`src/ov_fault_params.svh`:
```
`ifndef OV_FAULT_PARAMS_SVH
`define OV_FAULT_PARAMS_SVH

// Command codes
`define CMD_OV_FAULT_THRESHOLD 8'h55
`define CMD_OV_FAULT_ACTION 8'h56
`define CMD_DELAY_UNIT 8'hD2
`define CMD_OV_STATUS 8'hE8

// Reset values
`define RST_OV_FAULT_THRESHOLD 16'h7BFF
`define RST_OV_FAULT_ACTION 8'h80
`define RST_DELAY_UNIT 16'h03E8

// Action field positions
`define ACT_RESP_HI 7
`define ACT_RESP_LO 6
`define ACT_RETRY_HI 5
`define ACT_RETRY_LO 3
`define ACT_TIME_HI 2
`define ACT_TIME_LO 0

// Response and retry codes
`define RESP_IGNORE 2'h0
`define RESP_TOLERATE 2'h1
`define RESP_DISABLE_RETRY 2'h2
`define RESP_RESUME_WHEN_OK 2'h3
`define RETRY_NONE 3'h0
`define RETRY_FOREVER 3'h7

// Timing: one delay unit is a register count of base periods
`define CLOCK_PERIOD_NS 25
`define UNIT_BASE_NS 1000
`define UNIT_BASE_CYCLES \
    ((`UNIT_BASE_NS + `CLOCK_PERIOD_NS - 1) / `CLOCK_PERIOD_NS)

`endif

```
`src/ov_fault_pkg.sv`:
```
package ov_fault_pkg;

    typedef enum logic [5:0] {
        ST_RUN = 6'h01,
        ST_TOLERATE = 6'h02,
        ST_RETRY_WAIT = 6'h04,
        ST_HOLD_OFF = 6'h08,
        ST_LATCHED = 6'h10,
        ST_OFF = 6'h20
    } state_type;

    typedef struct packed {
        logic wr_valid;
        logic rd_valid;
        logic [7:0] code;
        logic [15:0] data;
    } cmd_req_type;

    typedef struct packed {
        logic commanded_on;
        logic bias_ok;
        logic other_fault;
        logic clear_fault;
    } control_in_type;

    typedef struct packed {
        state_type state;
        logic [15:0] threshold;
        logic [7:0] action;
        logic [15:0] delay_unit;
        logic [5:0] cyc_cnt;
        logic [15:0] base_cnt;
        logic [7:0] unit_cnt;
        logic [2:0] attempts;
        logic ov;
        logic output_on;
        logic [15:0] rd_data;
        logic rd_ack;
        logic cmd_error;
    } core_type;

endpackage

```
`src/input_overvoltage_fault_handler.sv`:
```
`timescale 1ns/1ps
`include "ov_fault_params.svh"

module input_overvoltage_fault_handler (
    // Clock and reset
    input wire logic clock,
    input wire logic reset_n,
    // Command port
    input wire ov_fault_pkg::cmd_req_type cmd_req,
    output logic [15:0] rd_data,
    output logic rd_ack,
    output logic cmd_error,
    // Measurement and control
    input wire logic [15:0] vin_measured,
    input wire ov_fault_pkg::control_in_type control_in,
    // Status
    output logic output_enable,
    output logic ov_fault,
    output logic fault_latched,
    output logic [2:0] retry_attempts
);

    ov_fault_pkg::core_type core_r;
    ov_fault_pkg::core_type core_nxt;

    logic ov_now;
    logic timer_done;
    logic [2:0] retry_limit;
    logic [2:0] retry_time;
    logic [1:0] response;
    logic stop_all;

    // Linear value as signed fixed point scaled by 2^16
    function automatic logic signed [47:0] linear_to_fixed(
        input logic [15:0] v
    );
        logic signed [47:0] m;
        logic [4:0] sh;
        m = {{37{v[10]}}, v[10:0]};
        sh = {~v[15], v[14:11]};
        return m <<< sh;
    endfunction

    // Number of delay units for a retry time code
    function automatic logic [7:0] delay_units(input logic [2:0] code);
        return 8'h01 << code;
    endfunction

    // Base periods per delay unit, never below one
    function automatic logic [15:0] unit_reload(input logic [15:0] unit);
        if (unit == 16'h0000) begin
            return 16'h0000;
        end
        return unit - 16'h0001;
    endfunction

    // Field decode
    assign response = core_r.action[`ACT_RESP_HI:`ACT_RESP_LO];
    assign retry_limit = core_r.action[`ACT_RETRY_HI:`ACT_RETRY_LO];
    assign retry_time = core_r.action[`ACT_TIME_HI:`ACT_TIME_LO];

    // Overvoltage compare
    assign ov_now = linear_to_fixed(vin_measured) >
        linear_to_fixed(core_r.threshold);

    // Commanded off, bias lost or another fault ends every sequence
    assign stop_all = !control_in.commanded_on || !control_in.bias_ok ||
        control_in.other_fault;

    // Timer ends when all three counters are exhausted
    assign timer_done = (core_r.cyc_cnt == 6'h00) &&
        (core_r.base_cnt == 16'h0000) &&
        (core_r.unit_cnt == 8'h00);

    // Next-state logic
    always_comb begin
        core_nxt = core_r;
        core_nxt.rd_ack = 1'b0;
        core_nxt.cmd_error = 1'b0;
        core_nxt.ov = ov_now;

        // Command writes
        if (cmd_req.wr_valid) begin
            case (cmd_req.code)
                `CMD_OV_FAULT_THRESHOLD: begin
                    core_nxt.threshold = cmd_req.data;
                end
                `CMD_OV_FAULT_ACTION: begin
                    core_nxt.action = cmd_req.data[7:0];
                end
                `CMD_DELAY_UNIT: begin
                    core_nxt.delay_unit = cmd_req.data;
                end
                default: begin
                    core_nxt.cmd_error = 1'b1;
                end
            endcase
        end

        // Command reads
        if (cmd_req.rd_valid) begin
            core_nxt.rd_ack = 1'b1;
            case (cmd_req.code)
                `CMD_OV_FAULT_THRESHOLD: begin
                    core_nxt.rd_data = core_r.threshold;
                end
                `CMD_OV_FAULT_ACTION: begin
                    core_nxt.rd_data = {8'h00, core_r.action};
                end
                `CMD_DELAY_UNIT: begin
                    core_nxt.rd_data = core_r.delay_unit;
                end
                `CMD_OV_STATUS: begin
                    core_nxt.rd_data = {7'h00, core_r.attempts,
                        core_r.state};
                end
                default: begin
                    core_nxt.rd_data = 16'h0000;
                    core_nxt.cmd_error = 1'b1;
                end
            endcase
        end

        // Delay timer countdown
        if (!timer_done) begin
            if (core_r.cyc_cnt != 6'h00) begin
                core_nxt.cyc_cnt = core_r.cyc_cnt - 6'h01;
            end else begin
                core_nxt.cyc_cnt = 6'(`UNIT_BASE_CYCLES - 1);
                if (core_r.base_cnt != 16'h0000) begin
                    core_nxt.base_cnt = core_r.base_cnt - 16'h0001;
                end else begin
                    core_nxt.base_cnt = unit_reload(core_r.delay_unit);
                    core_nxt.unit_cnt = core_r.unit_cnt - 8'h01;
                end
            end
        end

        // Fault sequencing
        case (core_r.state)
            ov_fault_pkg::ST_RUN: begin
                core_nxt.output_on = 1'b1;
                core_nxt.attempts = 3'h0;
                if (ov_now) begin
                    case (response)
                        `RESP_IGNORE: begin
                            core_nxt.state = ov_fault_pkg::ST_RUN;
                        end
                        `RESP_TOLERATE: begin
                            core_nxt.state = ov_fault_pkg::ST_TOLERATE;
                            core_nxt.cyc_cnt = 6'(`UNIT_BASE_CYCLES - 1);
                            core_nxt.base_cnt =
                                unit_reload(core_r.delay_unit);
                            core_nxt.unit_cnt =
                                delay_units(retry_time) - 8'h01;
                        end
                        `RESP_DISABLE_RETRY: begin
                            core_nxt.output_on = 1'b0;
                            if (retry_limit == `RETRY_NONE) begin
                                core_nxt.state =
                                    ov_fault_pkg::ST_LATCHED;
                            end else begin
                                core_nxt.state = ov_fault_pkg::ST_RETRY_WAIT;
                                core_nxt.cyc_cnt =
                                    6'(`UNIT_BASE_CYCLES - 1);
                                core_nxt.base_cnt =
                                    unit_reload(core_r.delay_unit);
                                core_nxt.unit_cnt =
                                    delay_units(retry_time) - 8'h01;
                            end
                        end
                        default: begin
                            core_nxt.output_on = 1'b0;
                            core_nxt.state =
                                ov_fault_pkg::ST_HOLD_OFF;
                        end
                    endcase
                end
            end

            ov_fault_pkg::ST_TOLERATE: begin
                core_nxt.output_on = 1'b1;
                // A fault that clears during the delay is forgiven
                if (!ov_now) begin
                    core_nxt.state = ov_fault_pkg::ST_RUN;
                end else if (timer_done) begin
                    core_nxt.output_on = 1'b0;
                    if (retry_limit == `RETRY_NONE) begin
                        core_nxt.state = ov_fault_pkg::ST_LATCHED;
                    end else begin
                        core_nxt.state = ov_fault_pkg::ST_RETRY_WAIT;
                        core_nxt.cyc_cnt = 6'(`UNIT_BASE_CYCLES - 1);
                        core_nxt.base_cnt = unit_reload(core_r.delay_unit);
                        core_nxt.unit_cnt =
                            delay_units(retry_time) - 8'h01;
                    end
                end
            end

            ov_fault_pkg::ST_RETRY_WAIT: begin
                core_nxt.output_on = 1'b0;
                if (timer_done) begin
                    // Unlimited retries are not counted
                    if (retry_limit != `RETRY_FOREVER) begin
                        core_nxt.attempts =
                            core_r.attempts + 3'h1;
                    end
                    if (!ov_now) begin
                        core_nxt.state = ov_fault_pkg::ST_RUN;
                        core_nxt.output_on = 1'b1;
                    end else if (retry_limit != `RETRY_FOREVER &&
                        core_r.attempts + 3'h1 >= retry_limit) begin
                        core_nxt.state = ov_fault_pkg::ST_LATCHED;
                    end else begin
                        core_nxt.cyc_cnt = 6'(`UNIT_BASE_CYCLES - 1);
                        core_nxt.base_cnt = unit_reload(core_r.delay_unit);
                        core_nxt.unit_cnt =
                            delay_units(retry_time) - 8'h01;
                    end
                end
            end

            ov_fault_pkg::ST_HOLD_OFF: begin
                core_nxt.output_on = 1'b0;
                if (!ov_now) begin
                    core_nxt.state = ov_fault_pkg::ST_RUN;
                    core_nxt.output_on = 1'b1;
                end
            end

            ov_fault_pkg::ST_LATCHED: begin
                core_nxt.output_on = 1'b0;
                if (control_in.clear_fault) begin
                    core_nxt.state = ov_fault_pkg::ST_RUN;
                end
            end

            ov_fault_pkg::ST_OFF: begin
                core_nxt.output_on = 1'b0;
                core_nxt.attempts = 3'h0;
                if (!stop_all) begin
                    core_nxt.state = ov_fault_pkg::ST_RUN;
                end
            end
            default: begin
                core_nxt.state = ov_fault_pkg::ST_OFF;
                core_nxt.output_on = 1'b0;
            end
        endcase

        // Shutdown from outside overrides the sequence
        if (stop_all) begin
            core_nxt.state = ov_fault_pkg::ST_OFF;
            core_nxt.output_on = 1'b0;
        end
    end

    always_ff @(posedge clock) begin
        if (!reset_n) begin
            core_r.state <= ov_fault_pkg::ST_OFF;
            core_r.threshold <= `RST_OV_FAULT_THRESHOLD;
            core_r.action <= `RST_OV_FAULT_ACTION;
            core_r.delay_unit <= `RST_DELAY_UNIT;
            core_r.cyc_cnt <= 6'h00;
            core_r.base_cnt <= 16'h0000;
            core_r.unit_cnt <= 8'h00;
            core_r.attempts <= 3'h0;
            core_r.ov <= 1'b0;
            core_r.output_on <= 1'b0;
            core_r.rd_data <= 16'h0000;
            core_r.rd_ack <= 1'b0;
            core_r.cmd_error <= 1'b0;
        end else begin
            core_r <= core_nxt;
        end
    end

    // Outputs come straight from the core flops
    assign rd_data = core_r.rd_data;
    assign rd_ack = core_r.rd_ack;
    assign cmd_error = core_r.cmd_error;
    assign output_enable = core_r.output_on;
    assign ov_fault = core_r.ov;
    // Latched state is one-hot bit 4, read straight from its flop
    assign fault_latched = core_r.state[4];
    assign retry_attempts = core_r.attempts;

endmodule

```
`config.mk`:
```
export PLATFORM = sky130hd
export DESIGN_NAME = input_overvoltage_fault_handler
export DESIGN_NICKNAME = d
export VERILOG_FILES = /design/src/ov_fault_pkg.sv /design/src/input_overvoltage_fault_handler.sv
export VERILOG_INCLUDE_DIRS = /design/src
export SDC_FILE = /design/constraint.sdc
export NUM_CORES = 1
export LEC_CHECK = 0
export ABC_AREA = 1
export BUFFER_PORTS_ARGS = -buffer_cell sky130_fd_sc_hd__buf_2
export CAP_MARGIN = 30
export CORE_UTILIZATION = 45
export CTS_CLUSTER_DIAMETER = 60
export DETAILED_ROUTE_END_ITERATION = 7
export GPL_TIMING_DRIVEN = 1
export PLACE_DENSITY = 0.7
export SETUP_SLACK_MARGIN = 0.2
export SLEW_MARGIN = 20
export SYNTH_ARGS = -nofsm -noshare
export SYNTH_HDL_FRONTEND = slang
export SYNTH_SLANG_ARGS = --single-unit
```
`constraint.sdc`:
```
create_clock -name clock -period 6.05 [get_ports clock]
set_input_delay 0.605 -clock clock [delete_from_list [all_inputs] [get_ports clock]]
set_output_delay 0.605 -clock clock [all_outputs]
set_load 0.01 [all_outputs]
```
==> impl_metrics.yaml, run 1 <==
synth:
  syn_area_um2: 9268
  synth_edf_count: 0
  syn-num-nets: 1640
  ys_types: 54
  synth-seq-area-share_pct: 21.39
  yosys_warnings: 0
  ys.flop_type: "dfxtp_1"
  async_reset_ff_share_pct: 0
  synth-seq-cells: 99
  syn_inst: 1536
  synth.avg_cell_area_um2: 6.034
setup_path:
  reg2reg_depth: 22
  crit_type: "flop to flop"
  crit_fanout: 16
  r2r-start: "core_r[89]"
  rrSetupSlack_ps: 1910
  critPathArrivalTime_ps: 4430
  startpoint_type: "flop"
  r2r-end: "core_r[37]"
  cp-end-kind: "flop"
  cp-endpoint: "core_r[37]"
  crit_start: "core_r[89]"
  cp.required_ps: 6340
sta:
  slew_headroom_pct: 37.35
  rsz0062_at_grt: "false"
  timing.final.ws_setup_ps: 1907
  timing.fmax_ghz: 0.2414
  drv_slew: 0
  clock_skew_ps: 12.12
  period_share_pct: 68.47
  period_minus_slack_ps: 4143
  worst_pin_slew_ps: 939.7
  setup_viol: 0
  setup-tns-final_ps: 0
  hold_viol: 0
floorplan:
  die_area_um2: 21170
  core-area_um2: 20230
  ios: 72
  initial_core_util_pct: 45.80
  fp.dieH_um: 145.5
  fp.dieW_um: 145.5
  rows: 52
clock_network:
  cts-root-buf: "clkbuf_16"
  insertion_delay_ps: 360
  htreeDepth: 3
  clock-sinks: 99
  cts_tree: "yes"
  clockBufferDepth: 2
  cts_resized: 0
  cts_buffers: 9
  hold_buffers: 0
  post_cts_buffers: 0
  path_clk_slew_ps: 70
cells_and_area:
  finalNetCount: 1643
  multi_input_area_um2: 6225
  areaGrowthSynthToFinish_pct: 6.494
  fillers: 2087
  diodes: 0
  seq_area_um2: 1982
  drive_above_1_share_pct: 10.43
  postLayoutCellArea_um2: 9869
global_routing:
  grt_use_total_pct: 25.50
  grt_pass1_wl_um: 44260
  antenna_found_initial: 0
  grt_overflow: 0
  grt_max_degree: 48
  grt_pass1_vias: 8776
power:
  ir_drop_mv: 0.1601
  power_density_nw_per_um2: 262.1
  leakagePower_nw: 4.678
  power_mw: 2.587
route:
  totalWireLength_um: 27130
  dr.first_iter.drc_count: 644
  drt_pass1_iterations: 7
  routedWlPerCell_um: 14.95
  drc: 1
  postRouteAntennaNets: 0
  vias: 9921
  routed_via_density: 5.469
placement:
  gp_congestion: 0.9138
  placed_area_um2: 9560
  hpwl_um: 21300
  place_ws_ps: 1910
  numPortBuffers: 71
worst_hold_path:
  min_path_type: "flop to flop"
status:
  outcome: "finished with violations"
  violations: "design-rule violations"
flow_run:
  max_cap_viol_count: 0
==> worst min path at each step <==
stage	slack, ps	depth (start not counted)	start	to
final	460	2	rd_data[3]	rd_data[3]
after global routing	490	2	rd_data[8]	rd_data[8]
after CTS	470	2	rd_data[3]	rd_data[3]
after detailed placement	450	2	rd_data[9]	rd_data[9]
after global placement	450	2	rd_data[6]	rd_data[6]
after floorplan	450	2	rd_data[0]	rd_data[0]
==> cell families (layout without fill, tap and decap cells) <==
family          after synthesis  after routing  synth area share [%]
xor+xnor                     26             26                 2.457
buf+inv                     250            258                 11.48
flops                        99             99                 21.39
compound gates              399            399                 23.28
mux                           9              9                0.9721
simple gates                697            697                 32.87
fa+ha+maj                    56             56                 7.560
==> synthesized netlist by cell type, drive strengths merged (12+ instances only) <==
cell type  number  area (um^2)
o211ai         12        90.09
inv           164        618.1
ha             56        700.7
nand3          79        447.9
o21ai         204         1025
nor2          150        600.6
a21oi         146        772.0
buf            34        249.0
xor2           24        210.2
dfxtp          99         1982
clkbuf         49        183.9
nand2         406         1569
nand4          16        100.1
nor3           20        131.4
==> power breakdown <==
part	switching, mW	total (mW)	internal, mW	leakage [nW]
combinational	0.779	1.20	0.420	3.73
sequential	0.0617	0.774	0.712	0.804
clock	0.275	0.614	0.338	0.149
total	1.12	2.59	1.47	4.68
==> stage by stage <==
step                      hold slack, ps  util [%]  cells
after floorplan                    445.7         -   1536
after global placement             452.0     47.24   1798
after detailed placement           454.5     47.25   1798
after CTS                          467.6     48.78   1814
after global routing               487.7     48.78   1814
final                              463.2     48.78   1814
==> state kept, by name, indices dropped and copies added, names as in the netlist <==
signal,cells
core_r,75
rd_data,16
retry_attempts,3
cmd_error,1
fault_latched,1
output_enable,1
ov_fault,1
rd_ack,1
==> final cells by class <==
cell class,count,area share [%]
clock buffers,11,2.459
repair buffers,75,3.905
inverters,167,6.389
flip-flops and latches,99,20.08
clock inverters,5,0.6719
multi-input cells,1187,63.07
well taps,270,3.423
==> layer usage <==
metal	part of all wire (%)	routed length (um)	GRT usage, %
met5	0	0	0
met4	1.9	515	7.579
met3	6.0	1622	3.605
met2	44	12050	40.72
met1	48	12930	35.53
==> cells in the final DEF (no fill, tap or decap), types with 15 or more instances in the layout <==
cell type / synthesis / layout
nor2_1: 139 / 138
ha_1: 56 / 56
nand3_1: 70 / 70
a21oi_1: 135 / 135
dfxtp_1: 99 / 99
buf_2: 6 / 71
inv_1: 156 / 156
nand2_1: 396 / 396
o21ai_0: 190 / 190
xor2_1: 24 / 24
nand4_1: 16 / 16
nor3_1: 15 / 15
==> critical path, stage by stage (launching register included) <==
cell	delay, ps
dfxtp_1	540
inv_1	280
nand2_1	130
o21ai_0	110
or2_2	290
o21ai_0	120
o21ai_0	240
or2_2	360
ha_1	280
nand2_1	70
nor4_2	280
nand2_1	90
nand2_1	60
nand2_1	100
nand2_2	100
nand2_1	80
nand2_4	120
nand2_4	110
inv_4	90
nand2_2	60
nand2_4	210
a21oi_1	120
a21oi_1	190
No activity file was read; power rests on OpenSTA's default activity.
==> inputs of run 2 (changes only) <==
- clock period: 6.05 -> 4.22 ns (I/O delays scaled with it)
==> impl_metrics.yaml, run 2 (synthesis gave the netlist of run 1 again) <==
sta:
  rsz0062_at_grt: "false"
  hold_viol: 0
  clock_skew_ps: 14.48
  timing.fmax_ghz: 0.2655
  period_minus_slack_ps: 3767
  period_share_pct: 89.27
  setup-tns-final_ps: 0
  slew_headroom_pct: 41.74
  drv_slew: 0
  setup_viol: 0
  worst_pin_slew_ps: 873.8
clock_network:
  clockBufferDepth: 2
  hold_buffers: 0
  cts_tree: "yes"
  cts_buffers: 9
  insertion_delay_ps: 360
  clock-sinks: 99
  htreeDepth: 3
  cts-root-buf: "clkbuf_16"
  path_clk_slew_ps: 80
status:
  outcome: "finished, final reports clean"
cells_and_area:
  regMostFlops: "core_r"
  finalNetCount: 1651
  fillers: 2057
  diodes: 0
  final_util_pct: 49.34
  drive_above_1_share_pct: 11.40
  largest_reg_flops: 75
  areaGrowthSynthToFinish_pct: 7.736
  layout_common_cells: "396 x nand2_1, 180 x o21ai_0, 154 x inv_1"
  multi_input_area_um2: 6250
  layout_commonest_cell: "nand2_1"
  seq_area_um2: 1989
floorplan:
  core-area_um2: 20230
  fp.dieH_um: 145.5
  initial_core_util_pct: 45.80
  die_area_um2: 21170
  rows: 52
  ios: 72
  fp.dieW_um: 145.5
worst_hold_path:
  min_to: "core_r[85]"
  min_path_type: "input port to flop"
  holdPathStages: 3
  holdCritStartpoint: "cmd_req[8]"
setup_path:
  cp-end-kind: "flop"
  reg2reg_depth: 24
  startpoint_type: "flop"
  critPathArrivalTime_ps: 4030
  r2r-start: "core_r[89]"
  rrSetupSlack_ps: 450
  r2r-end: "core_r[45]"
  cp.required_ps: 4480
  crit_type: "flop to flop"
  crit_fanout: 13
route:
  postRouteAntennaNets: 0
  routedWlPerCell_um: 14.86
  drc: 0
  dr.first_iter.drc_count: 763
  vias: 10040
  totalWireLength_um: 27070
  drt_pass1_iterations: 6
  routed_via_density: 5.510
flow_run:
  max_cap_viol_count: 0
global_routing:
  grt_pass1_wl_um: 44040
  antenna_found_initial: 0
  grt_use_total_pct: 25.24
  grt_max_degree: 47
  grt_pass1_vias: 8733
  grt_overflow: 0
power:
  ir_drop_mv: 0.2730
  leakagePower_nw: 4.717
  power_mw: 3.740
  power_density_nw_per_um2: 374.5
placement:
  numPortBuffers: 71
  gp_congestion: 0.9365
  hpwl_um: 21120
==> run 2: repair_timing <==
action / in CTS / in global routing
buffers inserted: 0 / 3
endpoints found under the setup margin: 0 / 36
resized for setup: 0 / 22
==> run 2: stage by stage <==
stage	std cells	setup slack, ps	hold slack [ps]	cell area [um^2]
2_1_floorplan	1536	817.0	445.7	9268
3_3_place_gp	1803	264.1	453.2	9595
3_5_place_dp	1803	234.7	453.4	9595
4_1_cts	1819	260.5	290.2	9923
5_1_grt	1822	198.9	312.5	9985
6_report	1822	452.9	303.1	9985
==> run 2: critical path, stage by stage (launching register included) <==
cell	delay, ps
dfxtp_4	420
clkinvlp_4	100
buf_4	170
o21ai_0	240
o21ai_0	170
nand2_1	90
o21ai_0	150
o21ai_1	240
inv_1	70
ha_1	300
nand2_1	70
nor2_1	170
nand4_1	180
nor2_1	130
nand2_1	120
nand2_2	100
nand2_1	80
nand2_4	120
nand3_4	130
nand2_2	110
nand2_1	110
nor2_2	170
nor2_1	80
nand2_1	90
nand2_1	40
==> run 2: area by class of cell <==
type,instances,area share [%]
clock inverters,7,1.028
multi-input cells,1187,62.59
repair buffers,83,4.461
flip-flops and latches,99,19.92
clock buffers,9,2.256
inverters,167,6.353
well taps,270,3.383
==> run 2: power breakdown <==
group	switching [mW]	leakage (nW)	internal [mW]	total, mW
sequential	0.0888	0.803	1.02	1.11
clock	0.424	0.160	0.482	0.906
combinational	1.12	3.75	0.604	1.72
==> run 2: per-layer routing <==
metal / share of wire, % / wire length, um / GRT usage, %
met5: 0 / 0 / 0
met4: 2.5 / 670 / 7.368
met3: 7.3 / 1970 / 3.668
met2: 44 / 11810 / 39.69
met1: 47 / 12620 / 35.66
==> run 2: worst max-delay path by stage <==
stage | from | to | cells after the start
floorplan | core_r[88] | core_r[38] | 23
global placement | vin_measured[11] | core_r[45] | 24
detailed placement | vin_measured[11] | core_r[45] | 24
CTS | core_r[88] | core_r[45] | 25
global route | core_r[88] | core_r[51] | 26
finish | core_r[89] | core_r[45] | 24
